$ cat src/sdb_pkg.sv
// Shared constants and carrier types for the synthesizer divider and block standby logic
package sdb_pkg;

    // Register byte addresses
    localparam logic [7:0] ADDR_PDOWN   = 8'h00;
    localparam logic [7:0] ADDR_REF_HI  = 8'h08;
    localparam logic [7:0] ADDR_REF_LO  = 8'h09;
    localparam logic [7:0] ADDR_CNT_HI  = 8'h0a;
    localparam logic [7:0] ADDR_MAIN_LO = 8'h0b;
    localparam logic [7:0] ADDR_PUMP    = 8'h0c;
    localparam logic [7:0] ADDR_FA_HI   = 8'h0d;
    localparam logic [7:0] ADDR_FA_LO   = 8'h0e;

    // Reset values
    localparam logic [7:0]  PDOWN_RST   = 8'hff;
    localparam logic [13:0] REF_RST     = 14'h0038;
    localparam logic [2:0]  SWALLOW_RST = 3'h5;
    localparam logic [12:0] MAIN_RST    = 13'h001d;
    localparam logic [11:0] FA_DIV_RST  = 12'h004;

    // Power-down register bit positions
    localparam int PD_REF    = 7;
    localparam int PD_MIXER  = 6;
    localparam int PD_OSC    = 5;
    localparam int PD_SAMPLE = 4;
    localparam int PD_GAIN   = 3;
    localparam int PD_FRONT  = 2;
    localparam int PD_CONV   = 0;

    // Field positions in the count and pump registers
    localparam int SWALLOW_LSB = 5;
    localparam int FAST_BIT    = 6;
    localparam int INV_BIT     = 5;
    localparam int CODE_LSB    = 2;

    // Prescaler moduli and pump scaling
    localparam logic [3:0] PRE_LOW_LAST  = 4'h7;
    localparam logic [3:0] PRE_HIGH_LAST = 4'h8;
    localparam logic [2:0] FA_LEVEL_MAX  = 3'h7;
    localparam int         PUMP_STEP_UA  = 625;

    typedef struct packed {
        logic [7:0]  pdown;
        logic [13:0] ref_div;
        logic [2:0]  swallow;
        logic [12:0] main;
        logic        fast;
        logic        invert;
        logic [2:0]  code;
        logic [1:0]  test;
        logic [11:0] fa_div;
    } sdb_cfg_type;

    typedef struct packed {
        logic ref_bias_off;
        logic mixer_synth_standby;
        logic oscillator_standby;
        logic sample_synth_standby;
        logic gain_dac_standby;
        logic front_end_standby;
        logic converter_standby;
        logic filter_clk_halt;
        logic dig_out_freeze;
        logic clock_buffer_off;
        logic master_ref_standby;
    } sdb_standby_type;

    typedef struct packed {
        logic       source;
        logic       sink;
        logic       oe;
        logic [3:0] units;
    } sdb_pump_type;

    typedef struct packed {
        logic sample_pump_oe;
        logic gain_out_pos_oe;
        logic gain_out_neg_oe;
        logic front_end_cap_a_oe;
        logic front_end_cap_b_oe;
        logic front_end_cap_c_oe;
        logic common_mode_out_oe;
    } sdb_pin_oe_type;

    typedef struct packed {
        sdb_cfg_type     cfg;
        sdb_standby_type sb;
        sdb_pin_oe_type  pin_oe;
        sdb_pump_type    pump;
        logic [7:0]      rdata;
        logic [2:0]      ref_sync;
        logic [2:0]      vco_sync;
        logic [3:0]      pre_cnt;
        logic [2:0]      swallow_left;
        logic [12:0]     main_left;
        logic            fb_evt;
        logic [2:0]      width_t;
        logic            was_active;
        logic [2:0]      fa_level;
    } sdb_state_type;

endpackage

$ cat src/sdb_divider.sv
// Programmable event divider: one output pulse per div input events
`timescale 1ns/1ns
module sdb_divider #(
    parameter int W = 14
) (
    // Clock and control
    input  wire logic         clk_sys,
    input  wire logic         sys_rst,
    input  wire logic         ce,
    input  wire logic         clr,
    // Events and ratio
    input  wire logic         in_evt,
    input  wire logic [W-1:0] div,
    output logic              out_evt
);
    typedef struct packed {
        logic [W-1:0] cnt;
        logic         pulse;
    } sdb_div_state_type;

    sdb_div_state_type st_r;
    sdb_div_state_type st_nxt;
    logic [W-1:0]      last;

    // A ratio of zero behaves as one so the detector never starves
    assign last = (div == '0) ? '0 : div - W'(1);

    always_comb begin
        st_nxt       = st_r;
        st_nxt.pulse = 1'b0;
        if (clr) begin
            st_nxt.cnt = '0;
        end else if (in_evt) begin
            if (st_r.cnt >= last) begin
                st_nxt.cnt   = '0;
                st_nxt.pulse = 1'b1;
            end else begin
                st_nxt.cnt = st_r.cnt + W'(1);
            end
        end
    end

    always_ff @(posedge clk_sys) begin
        if (sys_rst) begin
            st_r <= '0;
        end else if (ce) begin
            st_r <= st_nxt;
        end
    end

    assign out_evt = st_r.pulse;

    a_div_wrap: assert property (@(posedge clk_sys) disable iff (sys_rst)
        (ce && !clr && in_evt && st_r.cnt >= last) |=> (out_evt && st_r.cnt == '0))
        else $error("divider did not wrap at its ratio");
endmodule

$ cat src/sdb_pfd.sv
// Phase-frequency detector: set on each input event, cleared when both are set
`timescale 1ns/1ns
module sdb_pfd (
    // Clock and control
    input  wire logic clk_sys,
    input  wire logic sys_rst,
    input  wire logic ce,
    input  wire logic clr,
    // Divided reference and feedback events
    input  wire logic ref_evt,
    input  wire logic fb_evt,
    // Detector outputs
    output logic      up,
    output logic      dn
);
    typedef struct packed {
        logic up;
        logic dn;
    } sdb_pfd_state_type;

    sdb_pfd_state_type st_r;
    sdb_pfd_state_type st_nxt;

    always_comb begin
        st_nxt.up = st_r.up | ref_evt;
        st_nxt.dn = st_r.dn | fb_evt;
        // Both caught up: the phase gap is closed, clear at once
        if (clr || (st_nxt.up && st_nxt.dn)) begin
            st_nxt = '0;
        end
    end

    always_ff @(posedge clk_sys) begin
        if (sys_rst) begin
            st_r <= '0;
        end else if (ce) begin
            st_r <= st_nxt;
        end
    end

    assign up = st_r.up;
    assign dn = st_r.dn;

    a_pfd_exclusive: assert property (@(posedge clk_sys) disable iff (sys_rst)
        !(up && dn))
        else $error("detector raised both outputs");
    a_pfd_lead: assert property (@(posedge clk_sys) disable iff (sys_rst)
        (ce && !clr && ref_evt && !fb_evt && !dn) |=> up)
        else $error("leading reference did not raise up");
endmodule

$ cat src/sdb_synth.sv
// Integer-N synthesizer digital core with the block power-down register
//
// Contract
// - Power-down register resets to all ones
// - Clear bit wakes block; set bit sleeps
// - Bit 7 kills voltage reference and bias
// - Bit 6 stops synthesizer, floats its pump
// - Bit 5 stops the clock oscillator
// - Bit 3 stops gain DAC, floats outputs
// - Bit 2 stops front end, floats caps
// - Bit 0 stops converter, filter clock, outputs
// - All blocks asleep: master reference sleeps too
// - Reference divided by 14-bit count
// - Feedback divides by eight main plus swallow
// - Detector pulses track phase difference
// - Pump drives only while inputs differ
// - Pump current is code plus one steps
// - Fast acquire raises pump current automatically
// - Output frequency follows the division ratio
`timescale 1ns/1ns
module sdb_synth (
    // Clock, reset, enable
    input  wire logic                     clk_sys,
    input  wire logic                     sys_rst,
    input  wire logic                     ce,
    // Register port
    input  wire logic                     reg_wr,
    input  wire logic [7:0]               reg_addr,
    input  wire logic [7:0]               reg_wdata,
    output logic      [7:0]               reg_rdata,
    // Pins from the reference oscillator and the VCO
    input  wire logic                     ref_in,
    input  wire logic                     vco_in,
    // Charge pump of the mixer synthesizer
    output sdb_pkg::sdb_pump_type         mixer_pump_output,
    // Block standby controls and pin enables
    output sdb_pkg::sdb_standby_type      standby,
    output sdb_pkg::sdb_pin_oe_type       pin_oe
);
    localparam sdb_pkg::sdb_cfg_type CFG_RST = '{
        pdown:   sdb_pkg::PDOWN_RST,
        ref_div: sdb_pkg::REF_RST,
        swallow: sdb_pkg::SWALLOW_RST,
        main:    sdb_pkg::MAIN_RST,
        fast:    1'b0,
        invert:  1'b0,
        code:    3'h0,
        test:    2'h0,
        fa_div:  sdb_pkg::FA_DIV_RST
    };

    sdb_pkg::sdb_state_type st_r;
    sdb_pkg::sdb_state_type st_nxt;
    sdb_pkg::sdb_state_type st_rst;

    logic ref_evt;
    logic vco_evt;
    logic ref_tick;
    logic fa_tick;
    logic pfd_up;
    logic pfd_dn;
    logic pfd_active;
    logic synth_off;
    logic pre_end;
    logic main_end;

    // Standby decode; bit 1 is stored and read back but drives nothing
    function automatic sdb_pkg::sdb_standby_type decode_standby(input logic [7:0] pd);
        sdb_pkg::sdb_standby_type s;
        s.ref_bias_off         = pd[sdb_pkg::PD_REF];
        s.mixer_synth_standby  = pd[sdb_pkg::PD_MIXER];
        s.oscillator_standby   = pd[sdb_pkg::PD_OSC];
        s.sample_synth_standby = pd[sdb_pkg::PD_SAMPLE];
        s.gain_dac_standby     = pd[sdb_pkg::PD_GAIN];
        s.front_end_standby    = pd[sdb_pkg::PD_FRONT];
        s.converter_standby    = pd[sdb_pkg::PD_CONV];
        s.filter_clk_halt      = pd[sdb_pkg::PD_CONV];
        s.dig_out_freeze       = pd[sdb_pkg::PD_CONV];
        s.clock_buffer_off     = pd[sdb_pkg::PD_SAMPLE] & pd[sdb_pkg::PD_CONV];
        s.master_ref_standby   = &{pd[7:2], pd[sdb_pkg::PD_CONV]};
        return s;
    endfunction

    // A one in a bit powers the block down and floats its pins
    function automatic sdb_pkg::sdb_pin_oe_type decode_oe(input logic [7:0] pd);
        sdb_pkg::sdb_pin_oe_type o;
        o.sample_pump_oe     = !pd[sdb_pkg::PD_SAMPLE];
        o.gain_out_pos_oe    = !pd[sdb_pkg::PD_GAIN];
        o.gain_out_neg_oe    = !pd[sdb_pkg::PD_GAIN];
        o.front_end_cap_a_oe = !pd[sdb_pkg::PD_FRONT];
        o.front_end_cap_b_oe = !pd[sdb_pkg::PD_FRONT];
        o.front_end_cap_c_oe = !pd[sdb_pkg::PD_FRONT];
        o.common_mode_out_oe = !pd[sdb_pkg::PD_CONV];
        return o;
    endfunction

    function automatic logic [7:0] read_mux(input logic [7:0] a, input sdb_pkg::sdb_cfg_type c);
        logic [7:0] d;
        d = 8'h00;
        unique case (a)
            sdb_pkg::ADDR_PDOWN:   d = c.pdown;
            sdb_pkg::ADDR_REF_HI:  d = {2'h0, c.ref_div[13:8]};
            sdb_pkg::ADDR_REF_LO:  d = c.ref_div[7:0];
            sdb_pkg::ADDR_CNT_HI:  d = {c.swallow, c.main[12:8]};
            sdb_pkg::ADDR_MAIN_LO: d = c.main[7:0];
            sdb_pkg::ADDR_PUMP:    d = {1'b0, c.fast, c.invert, c.code, c.test};
            sdb_pkg::ADDR_FA_HI:   d = {4'h0, c.fa_div[11:8]};
            sdb_pkg::ADDR_FA_LO:   d = c.fa_div[7:0];
            default:               d = 8'h00;
        endcase
        return d;
    endfunction

    // Units of the smallest pump step; fast acquire never lowers the nominal value
    function automatic logic [3:0] pump_units(input logic [2:0] code, input logic fast,
                                              input logic [2:0] level);
        logic [2:0] m;
        m = code;
        if (fast) begin
            if (m < 3'h1) begin
                m = 3'h1;
            end
            if (level > m) begin
                m = level;
            end
        end
        return {1'b0, m} + 4'h1;
    endfunction

    always_comb begin
        st_rst              = '0;
        st_rst.cfg          = CFG_RST;
        st_rst.sb           = decode_standby(sdb_pkg::PDOWN_RST);
        st_rst.pin_oe       = decode_oe(sdb_pkg::PDOWN_RST);
        st_rst.swallow_left = sdb_pkg::SWALLOW_RST;
        st_rst.main_left    = sdb_pkg::MAIN_RST;
        st_rst.pump.units   = 4'h1;
    end

    // Only the second and third stages are read; the first stage feeds the second alone
    assign ref_evt    = st_r.ref_sync[1] & ~st_r.ref_sync[2];
    assign vco_evt    = st_r.vco_sync[1] & ~st_r.vco_sync[2];
    assign synth_off  = st_r.cfg.pdown[sdb_pkg::PD_MIXER];
    assign pfd_active = pfd_up | pfd_dn;
    assign pre_end    = (st_r.swallow_left != 3'h0) ? (st_r.pre_cnt >= sdb_pkg::PRE_HIGH_LAST)
                                                    : (st_r.pre_cnt >= sdb_pkg::PRE_LOW_LAST);
    assign main_end   = (st_r.main_left <= 13'h0001);

    sdb_divider #(
        .W(14)
    ) u_ref_div (
        .clk_sys (clk_sys),
        .sys_rst (sys_rst),
        .ce      (ce),
        .clr     (synth_off),
        .in_evt  (ref_evt),
        .div     (st_r.cfg.ref_div),
        .out_evt (ref_tick)
    );

    // Interval timer for fast acquire, also counted from the raw reference
    sdb_divider #(
        .W(12)
    ) u_fa_div (
        .clk_sys (clk_sys),
        .sys_rst (sys_rst),
        .ce      (ce),
        .clr     (synth_off | ~st_r.cfg.fast),
        .in_evt  (ref_evt),
        .div     (st_r.cfg.fa_div),
        .out_evt (fa_tick)
    );

    sdb_pfd u_pfd (
        .clk_sys (clk_sys),
        .sys_rst (sys_rst),
        .ce      (ce),
        .clr     (synth_off),
        .ref_evt (ref_tick),
        .fb_evt  (st_r.fb_evt),
        .up      (pfd_up),
        .dn      (pfd_dn)
    );

    always_comb begin
        st_nxt          = st_r;
        st_nxt.ref_sync = {st_r.ref_sync[1:0], ref_in};
        st_nxt.vco_sync = {st_r.vco_sync[1:0], vco_in};
        st_nxt.fb_evt   = 1'b0;

        if (reg_wr) begin
            unique case (reg_addr)
                sdb_pkg::ADDR_PDOWN:   st_nxt.cfg.pdown = reg_wdata;
                sdb_pkg::ADDR_REF_HI:  st_nxt.cfg.ref_div[13:8] = reg_wdata[5:0];
                sdb_pkg::ADDR_REF_LO:  st_nxt.cfg.ref_div[7:0] = reg_wdata;
                sdb_pkg::ADDR_CNT_HI: begin
                    st_nxt.cfg.swallow    = reg_wdata[sdb_pkg::SWALLOW_LSB +: 3];
                    st_nxt.cfg.main[12:8] = reg_wdata[4:0];
                end
                sdb_pkg::ADDR_MAIN_LO: st_nxt.cfg.main[7:0] = reg_wdata;
                sdb_pkg::ADDR_PUMP: begin
                    st_nxt.cfg.fast   = reg_wdata[sdb_pkg::FAST_BIT];
                    st_nxt.cfg.invert = reg_wdata[sdb_pkg::INV_BIT];
                    st_nxt.cfg.code   = reg_wdata[sdb_pkg::CODE_LSB +: 3];
                    st_nxt.cfg.test   = reg_wdata[1:0];
                end
                sdb_pkg::ADDR_FA_HI:   st_nxt.cfg.fa_div[11:8] = reg_wdata[3:0];
                sdb_pkg::ADDR_FA_LO:   st_nxt.cfg.fa_div[7:0] = reg_wdata;
                default: ;
            endcase
        end
        st_nxt.sb     = decode_standby(st_nxt.cfg.pdown);
        st_nxt.pin_oe = decode_oe(st_nxt.cfg.pdown);
        st_nxt.rdata  = read_mux(reg_addr, st_nxt.cfg);

        // Feedback divider: 8/9 prescaler counted down by swallow and main counters
        if (synth_off) begin
            st_nxt.pre_cnt      = 4'h0;
            st_nxt.swallow_left = st_r.cfg.swallow;
            st_nxt.main_left    = st_r.cfg.main;
        end else if (vco_evt) begin
            if (pre_end) begin
                st_nxt.pre_cnt = 4'h0;
                if (main_end) begin
                    st_nxt.swallow_left = st_r.cfg.swallow;
                    st_nxt.main_left    = st_r.cfg.main;
                    st_nxt.fb_evt       = 1'b1;
                end else begin
                    st_nxt.main_left = st_r.main_left - 13'h0001;
                    if (st_r.swallow_left != 3'h0) begin
                        st_nxt.swallow_left = st_r.swallow_left - 3'h1;
                    end
                end
            end else begin
                st_nxt.pre_cnt = st_r.pre_cnt + 4'h1;
            end
        end

        // Pulse width measured in fast-acquire intervals; applied to the next pulse
        st_nxt.was_active = pfd_active;
        if (pfd_active) begin
            if (fa_tick && st_r.width_t != sdb_pkg::FA_LEVEL_MAX) begin
                st_nxt.width_t = st_r.width_t + 3'h1;
            end
        end else begin
            st_nxt.width_t = 3'h0;
            if (st_r.was_active) begin
                st_nxt.fa_level = st_r.width_t;
            end
        end
        if (!st_r.cfg.fast || synth_off) begin
            st_nxt.fa_level = 3'h0;
            st_nxt.width_t  = 3'h0;
        end

        // Pump floats in standby and only drives while the detector is active
        st_nxt.pump.oe     = !st_nxt.cfg.pdown[sdb_pkg::PD_MIXER];
        st_nxt.pump.source = st_nxt.pump.oe && (st_r.cfg.invert ? pfd_dn : pfd_up);
        st_nxt.pump.sink   = st_nxt.pump.oe && (st_r.cfg.invert ? pfd_up : pfd_dn);
        st_nxt.pump.units  = pump_units(st_nxt.cfg.code, st_nxt.cfg.fast, st_nxt.fa_level);
    end

    always_ff @(posedge clk_sys) begin
        if (sys_rst) begin
            st_r <= st_rst;
        end else if (ce) begin
            st_r <= st_nxt;
        end
    end

    assign reg_rdata         = st_r.rdata;
    assign mixer_pump_output = st_r.pump;
    assign standby           = st_r.sb;
    assign pin_oe            = st_r.pin_oe;

    a_pdown_reset_ones: assert property (@(posedge clk_sys) disable iff (sys_rst)
        $fell(sys_rst) |-> (st_r.cfg.pdown == sdb_pkg::PDOWN_RST && standby.master_ref_standby))
        else $error("power-down register not all ones after reset");
    a_pdown_write_takes: assert property (@(posedge clk_sys) disable iff (sys_rst)
        (ce && reg_wr && reg_addr == sdb_pkg::ADDR_PDOWN) |=> (st_r.cfg.pdown == $past(reg_wdata)))
        else $error("power-down write not stored");
    a_pump_float: assert property (@(posedge clk_sys) disable iff (sys_rst)
        st_r.cfg.pdown[sdb_pkg::PD_MIXER] |-> (!mixer_pump_output.oe
            && !mixer_pump_output.source && !mixer_pump_output.sink))
        else $error("pump drives while synthesizer is in standby");
    a_clkbuf_both_off: assert property (@(posedge clk_sys) disable iff (sys_rst)
        standby.clock_buffer_off == (st_r.cfg.pdown[sdb_pkg::PD_SAMPLE]
            && st_r.cfg.pdown[sdb_pkg::PD_CONV]))
        else $error("clock buffer state wrong");
    a_front_caps_float: assert property (@(posedge clk_sys) disable iff (sys_rst)
        st_r.cfg.pdown[sdb_pkg::PD_FRONT] |-> !(pin_oe.front_end_cap_a_oe
            || pin_oe.front_end_cap_b_oe || pin_oe.front_end_cap_c_oe))
        else $error("front-end capacitor pins driven in standby");
    a_master_ref_all: assert property (@(posedge clk_sys) disable iff (sys_rst)
        standby.master_ref_standby == (&st_r.cfg.pdown[7:2] && st_r.cfg.pdown[sdb_pkg::PD_CONV]))
        else $error("master reference standby wrong");
    a_prescale_nine: assert property (@(posedge clk_sys) disable iff (sys_rst)
        (ce && !reg_wr && !synth_off && vco_evt && st_r.swallow_left != 3'h0
            && st_r.pre_cnt == 4'h7) |=> (st_r.pre_cnt == 4'h8))
        else $error("prescaler did not divide by nine");
    a_prescale_eight: assert property (@(posedge clk_sys) disable iff (sys_rst)
        (ce && !reg_wr && !synth_off && vco_evt && st_r.swallow_left == 3'h0
            && st_r.pre_cnt == 4'h7) |=> (st_r.pre_cnt == 4'h0))
        else $error("prescaler did not divide by eight");
    a_fb_reload: assert property (@(posedge clk_sys) disable iff (sys_rst)
        (ce && !reg_wr && !synth_off && vco_evt && pre_end && main_end)
            |=> (st_r.fb_evt && st_r.main_left == $past(st_r.cfg.main)
                 && st_r.swallow_left == $past(st_r.cfg.swallow)))
        else $error("feedback counters did not reload");
    a_pump_nominal: assert property (@(posedge clk_sys) disable iff (sys_rst)
        (ce && !reg_wr && !st_r.cfg.fast)
            |=> (mixer_pump_output.units == {1'b0, $past(st_r.cfg.code)} + 4'h1))
        else $error("pump units differ from code plus one");
    a_fast_floor: assert property (@(posedge clk_sys) disable iff (sys_rst)
        (ce && !reg_wr && st_r.cfg.fast)
            |=> (mixer_pump_output.units >= 4'h2
                 && mixer_pump_output.units > {1'b0, $past(st_r.cfg.code)}))
        else $error("fast acquire lowered the pump current");
endmodule

$ cat config.mk
export PLATFORM = sky130hd
export DESIGN_NAME = sdb_synth
export DESIGN_NICKNAME = d
export VERILOG_FILES = /design/src/sdb_pkg.sv /design/src/sdb_divider.sv /design/src/sdb_pfd.sv /design/src/sdb_synth.sv
export SDC_FILE = /design/constraint.sdc
export NUM_CORES = 1
export LEC_CHECK = 0
export BUFFER_PORTS_ARGS = -buffer_cell sky130_fd_sc_hd__buf_2
export CORE_MARGIN = 2
export CORE_UTILIZATION = 45
export DETAILED_ROUTE_END_ITERATION = 6
export GPL_ROUTABILITY_DRIVEN = 0
export SYNTH_ARGS = -nofsm -noshare
export SYNTH_HDL_FRONTEND = slang
export SYNTH_SLANG_ARGS = --single-unit
$ cat constraint.sdc
create_clock -name clk_sys -period 4.2 [get_ports clk_sys]
set_input_delay 0.42 -clock clk_sys [delete_from_list [all_inputs] [get_ports clk_sys]]
set_output_delay 0.42 -clock clk_sys [all_outputs]
set_load 0.02 [all_outputs]
==> results by stage <==
Logic synthesis:
- The synthesized netlist occupies a cell area of 8720 um^2.
- The share of the yosys chip area belonging to registers is 32.6%.
- Counting every net in the synthesized netlist gives 1,096.
- Yosys printed 0 warnings.
- The top cell type by area accounts for 32.6% of the synthesized area.
- The number of standard cells after synthesis is 1,031.
- Among all flip-flop cells after synthesis, the most frequent one is dfxtp_1.
- dfxtp_1 takes more of the synthesized area than any other cell.
- The average instance in the mapped netlist occupies 8.46 um^2.
- The number of storage elements in the synthesis netlist is 142.
- The number of enable flip-flop cells after synthesis is 0.
- The fraction of registers with async set/reset is 0%.
- Yosys attributes the largest share of cell area to dfxtp_1 (33%), mux2i_1 (7.6%), ha_1 (6.2%).
- Yosys mapped the design onto 85 distinct sky130hd cell types.

STA:
- The number of max-slew violations in the final report is 0.
- The final critical-path setup slack is 471 ps.
- For the finished layout, the period the worst path requires is 3730 ps.
- The worst-case headroom to the max-slew limit is 33.6%.
- Clock skew on the completed layout was measured at 11.6 ps.
- Summed over all failing endpoints, the final setup total negative slack is 0 ps.
- The part of the cycle the worst path needs is 88.8%.
- Setup repair after global routing left no endpoint under its margin.
- The count of final setup violators is 0.
- The count of final hold-check violations was 0.
- The fmax is 268 MHz.
- The slew of the pin with the lowest slew margin is 997 ps.

Clocking:
- CTS saw 142 sinks.
- The deepest clock path buffer count is 2.
- In this run the clock root is driven by a clkbuf_16.
- The number of buffers added to fix hold violations after cts is 0.
- Clock-pin slew was measured on the worst setup and hold paths at 70 ps.
- The clock tree from TritonCTS is built.
- Buffers inserted during clock tree synthesis total 17.
- The post-CTS setup-driven buffer insertion count is 0.
- Clock latency on the worst-skew pair, taken at its later pin, is 430 ps.
- The number of levels in the clock H-tree is 4.
- The number of gates resized after cts is 0.

Outcome:
- The flow ran to the end, and the final reports show no timing, DRC or antenna violations.

Placed design:
- The placed instance count is 1,265.
- The detailed-placement wirelength estimate is 16,700 um.
- At the placement stage, the worst setup path has a slack of 453 ps.
- The number of buffers inserted by port buffering is 54.

Power:
- Total power for the finished layout comes to 3.04 mW.
- In this run, flip-flops and latches consume 45.1% of the power.
- The power density normalized to cell area is 323 nW/um^2.
- The maximum resistive drop on vdd is 302 uV.
- The leakage component of the power is 3.67 nW.
- The combinational group share of total power is 7.0%.
- The internal power contribution is 2.20 mW.
- The switching share of total power is 27.5%.
- In this run, the clock network consumes 47.9% of the power.
- For this design the total switching power over the nets is 0.836 mW.

Worst setup path:
- The signal on the critical path passes through or4_1 > nor4_1 > nand3b_1 > nand2_1 > ha_1 > a21o_1 > a211oi_1 > o21ai_1 > a2111oi_2 > a21oi_1 > mux2i_1.
- Along the worst path, the maximum fanout reaches 12.
- In this design, the stage delay of the slowest critical-path cell is 640 ps.
- The kind of critical path is register to register.
- The kind of end point of the critical path is a register.
- STA puts the critical path data arrival time at 4090 ps.
- The type of origin of the critical path is a register.
- STA puts the critical path data required time at 4560 ps.
- Among all stages on the critical path, the largest delay is contributed by a2111oi_2.

Die:
- The floorplan step defined a die boundary enclosing 20,500 um^2.
- The core area is 18,800 um^2.
- The die is 143 um tall.
- The standard-cell row count is 50.
- Measured along the x axis, the die boundary spans 143 um.
- Once the floorplan was initialized, standard cells occupied 46.3% of the core.
- The boundary pin count is 55.

Global route:
- The via count of the first global-routing pass is 6,958.
- The number of antenna violations at the first check in global routing was 0.
- The overall routing resource usage is 23.6%.
- The total global routing overflow is 0.
- The first global-routing pass estimated 37,700 um of wire.
- The largest net degree at the start of global routing is 93.

Routing:
- Dividing the detail-routed wire length by the instance count gives 18.0 um.
- In this run, the number of DRC markers left after iteration 0 of detailed routing was 576.
- The sum of routed wire length over all layers is 23,300 um.
- The final antenna-violating net count is 0.
- Dividing the detail-routed via count by the number of cells gives 5.78.
- In the routed design, unresolved DRC markers number 0.
- The iteration count of the initial detailed-routing pass is 7.
- The final route contains 7,497 vias.

Final layout:
- At the end of the flow, the number of nets in the layout was 1,089.
- Cells fill 50.0% of the core in the end.
- The post-route netlist has 12.8% of its cells at a drive strength greater than 1.
- The area growth from synthesis to layout is 8.05%.
- Counting the fill cells in the layout gives 1,849.
- The antenna cell count is 0.
- The non-filler instance count after layout is 1,297.

Run:
- Max-cap violations in this run came to 0.

Worst hold path:
- The min-delay analysis places its worst path in the category input pin to register.
==> metal layers <==
layer / track usage [%] / vias up / wire (um) / part of all wire (%)
met5: 0 / - / 0 / 0
met4: 9.43 / 0 / 675 / 2.9
met3: 3.82 / 43 / 1170 / 5.0
met2: 37.6 / 196 / 10600 / 45
met1: 31.8 / 3547 / 10900 / 47
li1: - / 3711 / - / -
==> cells by family (layout without fill, tap and decap cells) <==
group	count (synthesis)	after routing	synth area share, %
fa+ha+maj	43	43	6.17
buf+inv	118	124	7.40
xor+xnor	34	34	3.42
mux	75	75	9.00
simple gates	387	387	22.4
compound gates	232	232	19.0
flops	142	142	32.6
==> critical path, delay by kind of cell (launching register included) <==
kind                       cells  cell delay, ps
muxes                          1             160
adders and majority gates      1             260
and+or+nand+nor                4            1530
DFF                            1             380
AOI/OAI and AO/OA              5            1330
==> final cells by class <==
| class | instances | area (um^2) | area share, % |
|---|---|---|---|
| Inverter | 25 | 96.3 | 1.02 |
| Tap cell | 260 | 325 | 3.45 |
| Clock inverter | 14 | 126 | 1.34 |
| Clock buffer | 18 | 429 | 4.56 |
| Timing Repair Buffer | 67 | 370 | 3.93 |
| Sequential cell | 142 | 2840 | 30.2 |
| Multi-Input combinational cell | 771 | 5230 | 55.5 |
==> stage by stage <==
| step | cell area, um^2 | hold WS [ps] |
|---|---|---|
| after floorplan | 8720 | 435 |
| after global placement | 8870 | 452 |
| after detailed placement | 8870 | 449 |
| after CTS | 9420 | 213 |
| after global routing | 9420 | 225 |
| final | 9420 | 224 |
==> final timing paths <==
check / start / end / slack, ps / cells after the start
min: vco_in / st_nxt[29]$_SDFFE_PP0P_ / 220 / 3
min reg2reg: mixer_pump_output[4]$_SDFFE_PP0P_ / mixer_pump_output[4]$_SDFFE_PP0P_ / 460 / 2
max: st_r[108]$_SDFFE_PP0P_ / u_ref_div.st_r[11]$_SDFFE_PP0P_ / 470 / 11
max reg2reg: st_r[108]$_SDFFE_PP0P_ / u_ref_div.st_r[11]$_SDFFE_PP0P_ / 470 / 11
==> power by group through the flow <==
stage	sequential, mW	clock [mW]	combinational [mW]
global route	1.37	1.54	0.230
global placement	1.40	0	0.211
floorplan	1.40	0	0.155
CTS	1.37	1.48	0.212
detailed placement	1.40	0	0.211
finish	1.37	1.45	0.213
==> flip-flops by register name, summed over array words and instances, names as in the netlist <==
signal	count
st_r	87
u_ref_div.st_r	14
u_fa_div.st_r	12
reg_rdata	8
mixer_pump_output	7
pin_oe	4
st_nxt	4
standby	2
u_fa_div.out_evt	1
u_pfd.dn	1
u_pfd.up	1
u_ref_div.out_evt	1
==> Yosys cell counts, drive strengths merged (9+ instances only) <==
cell / n
a21oi: 58
a211oi: 9
a221oi: 15
clkbuf: 38
nor2: 134
nand3: 30
a311oi: 10
nor4: 14
xor2: 18
nand4: 13
a211o: 21
dfxtp: 142
nor3: 33
a22oi: 17
nand2b: 16
buf: 55
nand2: 82
and3: 13
ha: 43
xnor2: 16
inv: 25
mux2i: 66
nor2b: 17
o21ai: 30
a31oi: 10
==> layout by cell type, fill, tap and decap left out, drive strengths merged, types with 16 or more instances in the layout <==
cell    instances
nand2          82
ha             43
nor2b          17
a22oi          17
dfxtp         142
inv            32
buf            67
mux2i          66
nand2b         16
clkbuf         18
a21oi          58
nor3           33
a211o          21
xor2           18
nand3          30
xnor2          16
o21ai          30
nor2          134
No activity file was read; power rests on OpenSTA's default activity.
